--- src/drive_cfg_pkg.sv ---
// Constants shared by the drive mode and auto-setup controller and its testbench.
// Assumes a single 25 MHz core clock and byte addressing on the register bus.
package drive_cfg_pkg;

	// Timing
	localparam int unsigned CLK_PERIOD_NS = 40;
	localparam int unsigned MS_PERIOD_NS  = 1000000;
	localparam int unsigned CYCLES_PER_MS = (MS_PERIOD_NS + CLK_PERIOD_NS - 1) / CLK_PERIOD_NS;

	// Operating mode values
	localparam logic [7:0] MODE_AUTOSETUP      = 8'hfe;
	localparam logic [7:0] MODE_VELOCITY       = 8'h02;
	localparam logic [7:0] MODE_PROFILE_TORQUE = 8'h04;
	localparam logic [7:0] MODE_HOMING         = 8'h06;
	localparam logic [7:0] MODE_CS_TORQUE      = 8'h0a;
	// Homing methods -4..-1 search for a mechanical block
	localparam logic [7:0] HOMING_BLOCK_MIN    = 8'hfc;

	// Controlword
	localparam logic [15:0] CW_OP_MASK    = 16'h000f;
	localparam logic [15:0] CW_OP_ENABLED = 16'h000f;
	localparam logic [15:0] CW_STOP       = 16'h0006;
	localparam int          CW_START_BIT  = 4;

	// Statusword bits
	localparam int SW_OP_EN_BIT      = 2;
	localparam int SW_INDEX_BIT      = 10;
	localparam int SW_SETUP_DONE_BIT = 12;

	// Motor drive submode bits
	localparam int SUB_LOOP_BIT   = 0;
	localparam int SUB_REDUCE_BIT = 3;
	localparam int SUB_SLOW_BIT   = 7;

	// Motor configuration bits
	localparam int MC_BLDC_BIT = 0;
	localparam int MC_ENC_BIT  = 1;
	localparam int MC_HALL_BIT = 2;

	// Configuration error bits
	localparam int ERR_TORQUE_BIT = 0;
	localparam int ERR_MOTOR_BIT  = 1;
	localparam int ERR_SLOW_BIT   = 2;
	localparam int ERR_HOMING_BIT = 3;

	// Current scaling, per mille of rated current
	localparam logic [15:0] MAXCUR_FULL = 16'h03e8;
	localparam logic [26:0] PERMILLE    = 27'h00003e8;

	// Register byte addresses
	localparam logic [7:0] REG_MODE     = 8'h00;
	localparam logic [7:0] REG_CTL      = 8'h04;
	localparam logic [7:0] REG_STATUS   = 8'h08;
	localparam logic [7:0] REG_SUBMODE  = 8'h0c;
	localparam logic [7:0] REG_MAXCUR   = 8'h10;
	localparam logic [7:0] REG_RATED    = 8'h14;
	localparam logic [7:0] REG_IDLE_MS  = 8'h18;
	localparam logic [7:0] REG_RED_VAL  = 8'h1c;
	localparam logic [7:0] REG_TGT_VEL  = 8'h20;
	localparam logic [7:0] REG_MOTOR    = 8'h24;
	localparam logic [7:0] REG_PROG     = 8'h28;
	localparam logic [7:0] REG_CUR_SET  = 8'h2c;
	localparam logic [7:0] REG_CFG_ERR  = 8'h30;
	localparam logic [7:0] REG_HOMING   = 8'h34;
	localparam logic [7:0] STORE_BASE   = 8'h40;
	localparam logic [7:0] STORE_MASK   = 8'hf0;

	// Reset values
	localparam logic [7:0]  MODE_RST    = 8'h00;
	localparam logic [15:0] CTL_RST     = 16'h0000;
	localparam logic [7:0]  SUB_RST     = 8'h00;
	localparam logic [15:0] MAXCUR_RST  = 16'h03e8;

	// Persist categories and last result store index
	localparam logic [7:0] CAT_DRIVE = 8'h05;
	localparam logic [7:0] CAT_TUNE  = 8'h06;
	localparam logic [1:0] STORE_LAST = 2'h3;

endpackage

--- src/drive_mode_autosetup_ctrl.sv ---
// Mode, auto-setup and open-loop current logic of a stepper/BLDC drive.
// Assumes a measurement engine on the setup_* ports and an Avalon-MM master.
//
// Notes on behaviour
// - Auto setup needs operation enabled in the power state machine.
// - Setting controlword bit 4 in auto-setup mode starts the run.
// - Statusword bit 12 goes high once the setup sequence has ended.
// - Statusword bit 10 reports whether an encoder index was found.
// - Successful setup copies results and persists drive and tuning categories.
// - Controlword value 6 stops the motor.
// - Torque modes refused in open-loop or slow-speed control.
// - Homing on block refused in open-loop control.
// - Open loop for steppers only; BLDC runs closed loop.
// - Slow-speed mode needs an encoder as feedback.
// - Open loop drives the full set current at every speed, except at standstill with reduction engaged.
// - Maximum current is per mille of rated current, default 1000.
// - Maximum current above 1000 is clamped to 1000.
// - Submode bit 0 selects the loop; zero means open loop.
// - Submode bit 3 enables standstill current reduction.
// - Reduction engages only after standstill for the idle time in ms.
// - Reduced open-loop standstill current is the reduction value of rated.
module drive_mode_autosetup_ctrl #(
	parameter int unsigned CYCLES_PER_MS = drive_cfg_pkg::CYCLES_PER_MS
) (
	input  wire logic        core_clk,        // Core clock, 25 MHz
	input  wire logic        sys_rst,         // Synchronous reset, high
	input  wire logic [7:0]  avs_address,     // Byte address
	input  wire logic        avs_read,        // Read request
	input  wire logic        avs_write,       // Write request
	input  wire logic [31:0] avs_writedata,   // Write data
	output logic      [31:0] avs_readdata,    // Read data
	output logic             avs_waitrequest, // Stall
	input  wire logic        setup_done,      // Measurement sequence ended, pulse
	input  wire logic        setup_ok,        // Sequence succeeded, with setup_done
	input  wire logic        setup_index,     // Index seen, with setup_done
	input  wire logic [31:0] res_resist,      // Identified winding resistance
	input  wire logic [31:0] res_induct,      // Identified winding inductance
	input  wire logic [31:0] res_flux,        // Identified interlinking flux
	input  wire logic [31:0] res_align,       // Identified alignment
	input  wire logic        setpoint_still,  // Set value indicates standstill
	output logic             setup_run,       // Measurement engine runs
	output logic             drive_enable,    // Power stage enabled
	output logic             open_loop,       // Open-loop control active
	output logic             slow_speed,      // Slow-speed control active
	output logic [31:0]      vel_target,      // Velocity set point to profile
	output logic [15:0]      current_set,     // Winding current set point, mA
	output logic             current_reduced, // Standstill reduction active
	output logic             persist_req,     // Store category request, pulse
	output logic [7:0]       persist_cat      // Category with persist_req
);
	////////////////////////////////////////////////////////////////////////////
	typedef enum logic [1:0] {BUS_IDLE, BUS_MEM, BUS_ACK} bus_t;
	typedef enum logic [2:0] {SU_IDLE, SU_RUN, SU_COPY, SU_PERSIST_DRIVE, SU_PERSIST_TUNE} su_t;

	typedef struct packed {
		bus_t        bus;
		logic        waitreq;
		logic [31:0] rdata;
		logic [7:0]  mode;
		logic [15:0] ctl;
		logic [7:0]  sub;
		logic [15:0] maxcur;
		logic [15:0] rated;
		logic [15:0] idle_ms;
		logic [15:0] red_val;
		logic [31:0] tgt_vel;
		logic [7:0]  mcfg;
		logic        prog_run;
		logic [7:0]  homing;
		su_t         su;
		logic        run;
		logic [1:0]  copy_idx;
		logic        done_bit;
		logic        index_bit;
		logic        start_seen;
		logic [15:0] ms_cnt;
		logic        ms_tick;
		logic        drive_en;
		logic        open_loop;
		logic        slow;
		logic [15:0] cur_set;
		logic        reduced;
		logic        persist_req;
		logic [7:0]  persist_cat;
		logic [31:0] vel_out;
	} state_t;

	state_t      st_r;
	state_t      st_nxt;
	logic [31:0] mem_rdata;
	logic        mem_we;
	logic [31:0] mem_wdata;
	logic        idle_expired;
	logic        idle_arm;
	logic        op_en;
	logic        torque_mode;
	logic        homing_block;
	logic [3:0]  cfg_err;
	logic [10:0] max_clamp;
	logic [10:0] red_clamp;
	logic [26:0] full_prod;
	logic [26:0] red_prod;
	logic [15:0] full_cur;
	logic [15:0] red_cur;
	logic [15:0] status_word;
	logic [31:0] reg_rd;
	logic        mem_hit;
	logic        start_cond;

	////////////////////////////////////////////////////////////////////////////
	param_store u_store (
		.core_clk (core_clk),
		.sys_rst  (sys_rst),
		.we       (mem_we),
		.waddr    (st_r.copy_idx),
		.wdata    (mem_wdata),
		.raddr    (avs_address[3:2]),
		.rdata_r  (mem_rdata)
	);

	idle_timer u_idle (
		.core_clk  (core_clk),
		.sys_rst   (sys_rst),
		.arm       (idle_arm),
		.ms_tick   (st_r.ms_tick),
		.limit_ms  (st_r.idle_ms),
		.expired_r (idle_expired)
	);

	////////////////////////////////////////////////////////////////////////////
	// Mode and configuration checks, all from registered settings
	always_comb begin
		op_en = (st_r.ctl & drive_cfg_pkg::CW_OP_MASK) == drive_cfg_pkg::CW_OP_ENABLED;
		torque_mode = (st_r.mode == drive_cfg_pkg::MODE_PROFILE_TORQUE) ||
			(st_r.mode == drive_cfg_pkg::MODE_CS_TORQUE);
		homing_block = (st_r.mode == drive_cfg_pkg::MODE_HOMING) &&
			(st_r.homing >= drive_cfg_pkg::HOMING_BLOCK_MIN);
		cfg_err = 4'h0;
		cfg_err[drive_cfg_pkg::ERR_TORQUE_BIT] = torque_mode && (st_r.open_loop || st_r.slow);
		cfg_err[drive_cfg_pkg::ERR_HOMING_BIT] = homing_block && st_r.open_loop;
		// Hall feedback exists on BLDC motors only
		cfg_err[drive_cfg_pkg::ERR_MOTOR_BIT] = st_r.mcfg[drive_cfg_pkg::MC_BLDC_BIT] ?
			st_r.open_loop : st_r.mcfg[drive_cfg_pkg::MC_HALL_BIT];
		cfg_err[drive_cfg_pkg::ERR_SLOW_BIT] = st_r.slow &&
			!st_r.mcfg[drive_cfg_pkg::MC_ENC_BIT];
	end

	// Current scaling; a constant divider keeps software free of rounding rules
	always_comb begin
		max_clamp = (st_r.maxcur > drive_cfg_pkg::MAXCUR_FULL) ?
			drive_cfg_pkg::MAXCUR_FULL[10:0] : st_r.maxcur[10:0];
		red_clamp = (st_r.red_val > drive_cfg_pkg::MAXCUR_FULL) ?
			drive_cfg_pkg::MAXCUR_FULL[10:0] : st_r.red_val[10:0];
		full_prod = 27'(st_r.rated * max_clamp);
		red_prod = 27'(st_r.rated * red_clamp);
		full_cur = 16'(full_prod / drive_cfg_pkg::PERMILLE);
		red_cur = 16'(red_prod / drive_cfg_pkg::PERMILLE);
		idle_arm = st_r.open_loop && st_r.sub[drive_cfg_pkg::SUB_REDUCE_BIT] &&
			setpoint_still;
	end

	always_comb begin
		status_word = 16'h0000;
		status_word[drive_cfg_pkg::SW_OP_EN_BIT] = op_en;
		status_word[drive_cfg_pkg::SW_INDEX_BIT] = st_r.index_bit;
		status_word[drive_cfg_pkg::SW_SETUP_DONE_BIT] = st_r.done_bit;
	end

	////////////////////////////////////////////////////////////////////////////
	// Register read mux; unmapped addresses read zero
	always_comb begin
		mem_hit = (avs_address & drive_cfg_pkg::STORE_MASK) == drive_cfg_pkg::STORE_BASE;
		reg_rd = 32'h0000_0000;
		if (avs_address == drive_cfg_pkg::REG_MODE) begin
			reg_rd = {24'h000000, st_r.mode};
		end else if (avs_address == drive_cfg_pkg::REG_CTL) begin
			reg_rd = {16'h0000, st_r.ctl};
		end else if (avs_address == drive_cfg_pkg::REG_STATUS) begin
			reg_rd = {16'h0000, status_word};
		end else if (avs_address == drive_cfg_pkg::REG_SUBMODE) begin
			reg_rd = {24'h000000, st_r.sub};
		end else if (avs_address == drive_cfg_pkg::REG_MAXCUR) begin
			reg_rd = {16'h0000, st_r.maxcur};
		end else if (avs_address == drive_cfg_pkg::REG_RATED) begin
			reg_rd = {16'h0000, st_r.rated};
		end else if (avs_address == drive_cfg_pkg::REG_IDLE_MS) begin
			reg_rd = {16'h0000, st_r.idle_ms};
		end else if (avs_address == drive_cfg_pkg::REG_RED_VAL) begin
			reg_rd = {16'h0000, st_r.red_val};
		end else if (avs_address == drive_cfg_pkg::REG_TGT_VEL) begin
			reg_rd = st_r.tgt_vel;
		end else if (avs_address == drive_cfg_pkg::REG_MOTOR) begin
			reg_rd = {24'h000000, st_r.mcfg};
		end else if (avs_address == drive_cfg_pkg::REG_PROG) begin
			reg_rd = {31'h00000000, st_r.prog_run};
		end else if (avs_address == drive_cfg_pkg::REG_CUR_SET) begin
			reg_rd = {16'h0000, st_r.cur_set};
		end else if (avs_address == drive_cfg_pkg::REG_CFG_ERR) begin
			reg_rd = {28'h0000000, cfg_err};
		end else if (avs_address == drive_cfg_pkg::REG_HOMING) begin
			reg_rd = {24'h000000, st_r.homing};
		end
	end

	always_comb begin
		mem_we = st_r.su == SU_COPY;
		case (st_r.copy_idx)
			2'h0: mem_wdata = res_resist;
			2'h1: mem_wdata = res_induct;
			2'h2: mem_wdata = res_flux;
			default: mem_wdata = res_align;
		endcase
		start_cond = (st_r.su == SU_IDLE) &&
			(st_r.mode == drive_cfg_pkg::MODE_AUTOSETUP) &&
			op_en &&
			st_r.ctl[drive_cfg_pkg::CW_START_BIT] && !st_r.start_seen &&
			!st_r.prog_run;
	end

	////////////////////////////////////////////////////////////////////////////
	always_comb begin
		st_nxt = st_r;
		st_nxt.persist_req = 1'b0;
		st_nxt.start_seen = st_r.ctl[drive_cfg_pkg::CW_START_BIT];

		// Bus slave: registers answer two edges after the request, the store three
		case (st_r.bus)
			BUS_IDLE: begin
				if (avs_read || avs_write) begin
					if (mem_hit) begin
						st_nxt.bus = BUS_MEM;
					end else begin
						st_nxt.bus = BUS_ACK;
						st_nxt.waitreq = 1'b0;
						st_nxt.rdata = avs_read ? reg_rd : 32'h0000_0000;
					end
				end
			end
			BUS_MEM: begin
				st_nxt.bus = BUS_ACK;
				st_nxt.waitreq = 1'b0;
				st_nxt.rdata = avs_read ? mem_rdata : 32'h0000_0000;
			end
			default: begin
				st_nxt.bus = BUS_IDLE;
				st_nxt.waitreq = 1'b1;
				if (avs_write) begin
					if (avs_address == drive_cfg_pkg::REG_MODE) begin
						st_nxt.mode = avs_writedata[7:0];
					end else if (avs_address == drive_cfg_pkg::REG_CTL) begin
						st_nxt.ctl = avs_writedata[15:0];
					end else if (avs_address == drive_cfg_pkg::REG_SUBMODE) begin
						st_nxt.sub = avs_writedata[7:0];
					end else if (avs_address == drive_cfg_pkg::REG_MAXCUR) begin
						st_nxt.maxcur = avs_writedata[15:0];
					end else if (avs_address == drive_cfg_pkg::REG_RATED) begin
						st_nxt.rated = avs_writedata[15:0];
					end else if (avs_address == drive_cfg_pkg::REG_IDLE_MS) begin
						st_nxt.idle_ms = avs_writedata[15:0];
					end else if (avs_address == drive_cfg_pkg::REG_RED_VAL) begin
						st_nxt.red_val = avs_writedata[15:0];
					end else if (avs_address == drive_cfg_pkg::REG_TGT_VEL) begin
						st_nxt.tgt_vel = avs_writedata;
					end else if (avs_address == drive_cfg_pkg::REG_MOTOR) begin
						st_nxt.mcfg = avs_writedata[7:0];
					end else if (avs_address == drive_cfg_pkg::REG_PROG) begin
						st_nxt.prog_run = avs_writedata[0];
					end else if (avs_address == drive_cfg_pkg::REG_HOMING) begin
						st_nxt.homing = avs_writedata[7:0];
					end
				end
			end
		endcase

		// Auto-setup sequence
		case (st_r.su)
			SU_IDLE: begin
				if (start_cond) begin
					st_nxt.su = SU_RUN;
					st_nxt.done_bit = 1'b0;
					st_nxt.index_bit = 1'b0;
				end
			end
			SU_RUN: begin
				// Leaving operation enabled aborts; results are not trusted then
				if (!op_en || st_r.mode != drive_cfg_pkg::MODE_AUTOSETUP) begin
					st_nxt.su = SU_IDLE;
				end else if (setup_done) begin
					st_nxt.done_bit = 1'b1;
					st_nxt.index_bit = setup_index;
					st_nxt.copy_idx = 2'h0;
					st_nxt.su = setup_ok ? SU_COPY : SU_IDLE;
				end
			end
			SU_COPY: begin
				st_nxt.copy_idx = st_r.copy_idx + 2'h1;
				if (st_r.copy_idx == drive_cfg_pkg::STORE_LAST) begin
					st_nxt.su = SU_PERSIST_DRIVE;
					st_nxt.persist_req = 1'b1;
					st_nxt.persist_cat = drive_cfg_pkg::CAT_DRIVE;
				end
			end
			SU_PERSIST_DRIVE: begin
				st_nxt.su = SU_PERSIST_TUNE;
				st_nxt.persist_req = 1'b1;
				st_nxt.persist_cat = drive_cfg_pkg::CAT_TUNE;
			end
			default: begin
				st_nxt.su = SU_IDLE;
			end
		endcase
		st_nxt.run = st_nxt.su == SU_RUN;

		// Millisecond prescaler for the idle timer
		st_nxt.ms_tick = 1'b0;
		if (st_r.ms_cnt == 16'(CYCLES_PER_MS - 1)) begin
			st_nxt.ms_cnt = 16'h0000;
			st_nxt.ms_tick = 1'b1;
		end else begin
			st_nxt.ms_cnt = st_r.ms_cnt + 16'h0001;
		end

		// Drive outputs; writing 6 drops operation enabled and stops the motor
		st_nxt.open_loop = !st_r.sub[drive_cfg_pkg::SUB_LOOP_BIT];
		st_nxt.slow = st_r.sub[drive_cfg_pkg::SUB_SLOW_BIT] && st_r.sub[drive_cfg_pkg::SUB_LOOP_BIT];
		st_nxt.drive_en = op_en && (cfg_err == 4'h0);
		st_nxt.vel_out = (op_en && st_r.mode == drive_cfg_pkg::MODE_VELOCITY) ?
			st_r.tgt_vel : 32'h0000_0000;
		st_nxt.reduced = idle_arm && idle_expired;
		// Full set current regardless of speed unless reduced at standstill
		st_nxt.cur_set = st_nxt.reduced ? red_cur : full_cur;
	end

	always_ff @(posedge core_clk) begin
		if (sys_rst) begin
			st_r <= '0;
			st_r.bus <= BUS_IDLE;
			st_r.su <= SU_IDLE;
			st_r.waitreq <= 1'b1;
			st_r.mode <= drive_cfg_pkg::MODE_RST;
			st_r.ctl <= drive_cfg_pkg::CTL_RST;
			st_r.sub <= drive_cfg_pkg::SUB_RST;
			st_r.maxcur <= drive_cfg_pkg::MAXCUR_RST;
		end else begin
			st_r <= st_nxt;
		end
	end

	assign avs_readdata = st_r.rdata;
	assign avs_waitrequest = st_r.waitreq;
	assign setup_run = st_r.run;
	assign drive_enable = st_r.drive_en;
	assign open_loop = st_r.open_loop;
	assign slow_speed = st_r.slow;
	assign vel_target = st_r.vel_out;
	assign current_set = st_r.cur_set;
	assign current_reduced = st_r.reduced;
	assign persist_req = st_r.persist_req;
	assign persist_cat = st_r.persist_cat;
endmodule

--- src/idle_timer.sv ---
// Millisecond standstill timer: counts ticks while armed, clears when disarmed.
// Assumes ms_tick is a one-cycle pulse once per millisecond.
module idle_timer (
	input  wire logic        core_clk,  // Core clock
	input  wire logic        sys_rst,   // Synchronous reset, high
	input  wire logic        arm,       // Standstill condition present
	input  wire logic        ms_tick,   // Millisecond pulse
	input  wire logic [15:0] limit_ms,  // Idle time in ms
	output logic             expired_r  // Idle time elapsed while armed
);
	typedef struct packed {
		logic [15:0] cnt;
		logic        expired;
	} timer_t;

	timer_t st_r;
	timer_t st_nxt;

	always_comb begin
		st_nxt = st_r;
		if (!arm) begin
			st_nxt = '0;
		end else if (!st_r.expired) begin
			if (st_r.cnt >= limit_ms) begin
				st_nxt.expired = 1'b1;
			end else if (ms_tick) begin
				st_nxt.cnt = st_r.cnt + 16'h0001;
			end
		end
	end

	always_ff @(posedge core_clk) begin
		if (sys_rst) begin
			st_r <= '0;
		end else begin
			st_r <= st_nxt;
		end
	end

	assign expired_r = st_r.expired;
endmodule

--- src/param_store.sv ---
// Four-word store for identified motor parameters, registered read port.
// Assumes one writer and one reader in the core clock domain.
module param_store (
	input  wire logic        core_clk, // Core clock
	input  wire logic        sys_rst,  // Synchronous reset, high
	input  wire logic        we,       // Write strobe
	input  wire logic [1:0]  waddr,    // Write word index
	input  wire logic [31:0] wdata,    // Write data
	input  wire logic [1:0]  raddr,    // Read word index
	output logic      [31:0] rdata_r   // Read data, one cycle after raddr
);
	typedef struct packed {
		logic [3:0][31:0] mem;
		logic [31:0]      rdata;
	} store_t;

	store_t st_r;
	store_t st_nxt;

	always_comb begin
		st_nxt = st_r;
		st_nxt.rdata = st_r.mem[raddr];
		if (we) begin
			st_nxt.mem[waddr] = wdata;
		end
	end

	always_ff @(posedge core_clk) begin
		if (sys_rst) begin
			st_r <= '0;
		end else begin
			st_r <= st_nxt;
		end
	end

	assign rdata_r = st_r.rdata;
endmodule

--- config.mk ---
export PLATFORM = sky130hd
export DESIGN_NAME = drive_mode_autosetup_ctrl
export DESIGN_NICKNAME = d
export VERILOG_FILES = /design/src/drive_cfg_pkg.sv /design/src/drive_mode_autosetup_ctrl.sv /design/src/idle_timer.sv /design/src/param_store.sv
export SDC_FILE = /design/constraint.sdc
export NUM_CORES = 2
export LEC_CHECK = 0
export BUFFER_PORTS_ARGS = -buffer_cell sky130_fd_sc_hd__buf_2
export CAP_MARGIN = 20
export CORE_MARGIN = 4
export CORE_UTILIZATION = 25
export CTS_CLUSTER_DIAMETER = 30
export DETAILED_ROUTE_END_ITERATION = 10
export PLACE_DENSITY_LB_ADDON = 0.08
export SLEW_MARGIN = 20
export SYNTH_ARGS = -nofsm -noshare
export SYNTH_HDL_FRONTEND = slang
export SYNTH_HIERARCHICAL = 1
export SYNTH_SLANG_ARGS = --single-unit
--- constraint.sdc ---
create_clock -name core_clk -period 24.1 [get_ports core_clk]
set_input_delay 2.41 -clock core_clk [delete_from_list [all_inputs] [get_ports core_clk]]
set_output_delay 2.41 -clock core_clk [all_outputs]
set_load 0.05 [all_outputs]
==> metrics.md <==
| Metric | Value |
|---|---|
| Outcome | `finished clean` |
| Die footprint | `about 0.15 mm2` |
| Fraction of layout cells with a size suffix above 1 | `14.0%` |
| # setup viols final | `0` |
| Area Growth Syn to Fin | `18.8%` |
| Worst-case reg-to-reg path depth | `64` |
| Initial drt markers | `about 2,300` |
| Max Fanout on Critical Path | `40` |
| CP Class | `register to register` |
| CTS Hold Bufs | `0` |
| Initial core utilization | `25.2%` |
| CP Data Arrival Time | `approximately 21 ns` |
| Clk_lat worst skew | `between 0.7 and 0.8 ns` |
| Mapped Area | `0.0372 mm2` |
| Setup_tns | `0 ns` |
| WHS Path Cells | `1` |
| DRT antenna net count | `0` |
| Most common cell after layout, fill and taps aside | `nand2_1` |
| Initial antenna violation count | `3` |
| Most frequent CP cell | `inv_1` |
| PwrDens | `92.4 mW/mm2` |
| Final Hold Viols | `0` |
| H-Tree Depth | `4` |
| Avg Cell Area, Syn | `8.35 um2` |
| CTS tree | `built` |
| DIE WIDTH | `slightly below 400 um` |
| Clock transition at the registers of the reported paths | `0.04 ns` |
| Seq cells post-synth | `~440` |
| Final Cell Area | `approximately 0.044 mm2` |
| Max-cap violation count | `0` |
| Pre-Repair DR Iteration Count | `7` |
| WL/cell | `around 22 um` |
| Tmin final | `between 20 and 25 ns` |
| Yosys top cell area share | `around a quarter` |
| Maximum vdd ir drop | `roughly 0.00010 V` |
| Vias | `between 30,000 and 40,000` |
| Filler Cell Count | `15,800` |
| Post-synth EDFFs | `0` |
| Util after Layout | `29.9%` |
| Fin crit share | `83.7%` |
| Placed instance count | `~6,400` |
| Cell taking the most area after synthesis | `dfxtp_1` |
| Critical Path Max Stage Delay | `0.73 ns` |
| Fmax | `around 50 MHz` |
| CP Data Required Time | `~25 ns` |
| Area after DPL | `around 0.04 mm2` |
| Pin count of the biggest net entering global routing | `around 150` |
| Root Buffer | `clkbuf_16` |
| Leak | `0.0194 uW` |
| Clock sink total | `439` |
| Vias per cell | `4.90` |
| Pins Over Slew Limit | `0` |
| First-pass GRT wire length | `around 220,000 um` |
| DP HPWL | `~110,000 um` |
| GRT Util Overall | `a little under a fifth` |
| RSZ-0062 raised after global routing | `no` |
| Core area | `between 0.1 and 0.15 mm2` |
| Post_cts resized | `0` |
| Synth warn | `6` |
| CP max-delay cell | `a21oi_1` |
| Gr ovfl total | `0` |
| Cells after synthesis | `approximately 4,500` |
| Hold crit path type | `register to register` |
| Post-route insts no fill | `roughly 6,600` |
| Final WL | `143,000 um` |
| Startpoint Class | `register` |
| Die Span Y | `roughly 390 um` |
| Post-CTS Setup Inserts | `0` |
| Crit. End Element | `register` |
| Maximum clock path buffer count | `3` |
| Ant. Diodes | `0` |
| Layout Skew | `0.0210 ns` |
| Number of remaining DRC errors | `0` |
| Std cell rows | `about 140` |
| Final nets | `roughly 5,000` |
| Register area share after synthesis | `23.6%` |
| GPL Wtd Cong | `between 0.8 and 0.9` |
| Num CTS Buffers | `131` |
| Commonest non-fill, non-tap cells in the layout | `566 x nand2_1, 439 x dfxtp_1, 352 x inv_1, 281 x mux2i_1, 269 x a21oi_1` |
| I/O pin count | `between 200 and 300` |
| Largest cells by area after synthesis | `dfxtp_1 24%, fa_1 13%, mux2i_1 7.6%` |
| Netlist cell types | `133` |
| Port bufs | `around 270` |
| Max transition margin | `roughly a third` |
| Async S/R FF share, synth | `0%` |
| Ys flop type | `dfxtp_1` |
| Vias in the first global route | `approximately 33,000` |
| Actual slew at the worst max-slew pin | `0.985 ns` |
## worst max-delay path, delay by kind of cell, from the launching register on
family | cells | cell delay (ns)
xor+xnor | 2 | 0.93
mux | 3 | 1.60
buf+inv | 7 | 0.75
compound gates | 31 | 8.20
simple gates | 14 | 4.87
fa+ha+maj | 7 | 3.34
flops | 1 | 0.33
## sequential cells by signal, indices dropped and copies added, names as in the netlist
register          flops
st_r                171
u_store/st_r        128
avs_readdata         32
u_store/rdata_r      32
vel_target           32
current_set          16
u_idle/st_r          16
persist_cat           3
avs_waitrequest       1
current_reduced       1
drive_enable          1
open_loop             1
persist_req           1
setup_run             1
slow_speed            1
st_nxt                1
u_idle/expired_r      1
## cell usage after synthesis (16+ instances only)
cell	instances
mux2i_1	281
fa_1	250
o21ai_0	92
nor4_1	20
o221ai_1	16
nor3_1	55
a31oi_1	19
nand2_1	566
nor2_1	262
and3_1	105
dfxtp_1	439
a222oi_1	39
or3_1	31
o21a_1	35
o211ai_1	31
clkbuf_1	194
a221oi_1	26
a22oi_1	34
a21oi_1	269
mux2_2	18
and2_1	157
buf_2	48
inv_1	352
o21ai_1	19
ha_1	152
xor2_1	33
nand3_1	71
or2_2	23
nand4_1	39
a21o_1	37
o22ai_1	49
a22o_1	22
nand2b_1	184
buf_4	128
xnor2_1	45
## final cells by class
type	instances	area [um2]	area share, %
Inverter	354	1330	3.01
Timing Repair Buffer	324	1800	4.07
Tap cell	1930	2410	5.47
Sequential cell	439	8790	19.9
Clock buffer	177	3690	8.36
Clock inverter	52	893	2.02
Multi-Input combinational cell	3311	25300	57.2
## report_power, final
part	total [uW]	internal (uW)	switching, uW
Sequential	761	742	19.5
Combinational	1550	579	973
Clock	1770	1250	518
Total	4080	2570	1510
## final timing paths
path | from | endpoint | slack (ns)
max | st_r[148] | current_set[0] | 3.93
min | st_r[62] | st_r[62] | 0.45
max reg2reg | st_r[148] | current_set[0] | 3.93
min reg2reg | st_r[62] | st_r[62] | 0.45
## logic make-up after synthesis
kind of cell | count (synthesis) | share of synthesized area (%)
buf+inv | 737 | 8.94
mux | 308 | 8.53
xor+xnor | 81 | 2.02
flops | 439 | 23.6
other cells | 2 | 0.0202
fa+ha+maj | 405 | 18.7
simple gates | 1600 | 21.4
compound gates | 880 | 16.8
## per-layer routing
layer  share of wire [%]  GRT usage, %
met3                 4.6          2.92
met2                  48          30.5
met5                   0             0
met1                  46          24.3
met4                 1.4          3.66
## stage by stage
stage / hold WS [ns] / worst slack, ns / total power [uW]
2_1_floorplan: 0.418 / 8.09 / 1990
3_3_place_gp: 0.436 / 4.36 / 2350
3_5_place_dp: 0.440 / 3.95 / 2330
4_1_cts: 0.452 / 3.86 / 4120
5_1_grt: 0.470 / 2.26 / 4340
6_report: 0.445 / 3.93 / 4080
(Power assumes the default switching activity.)
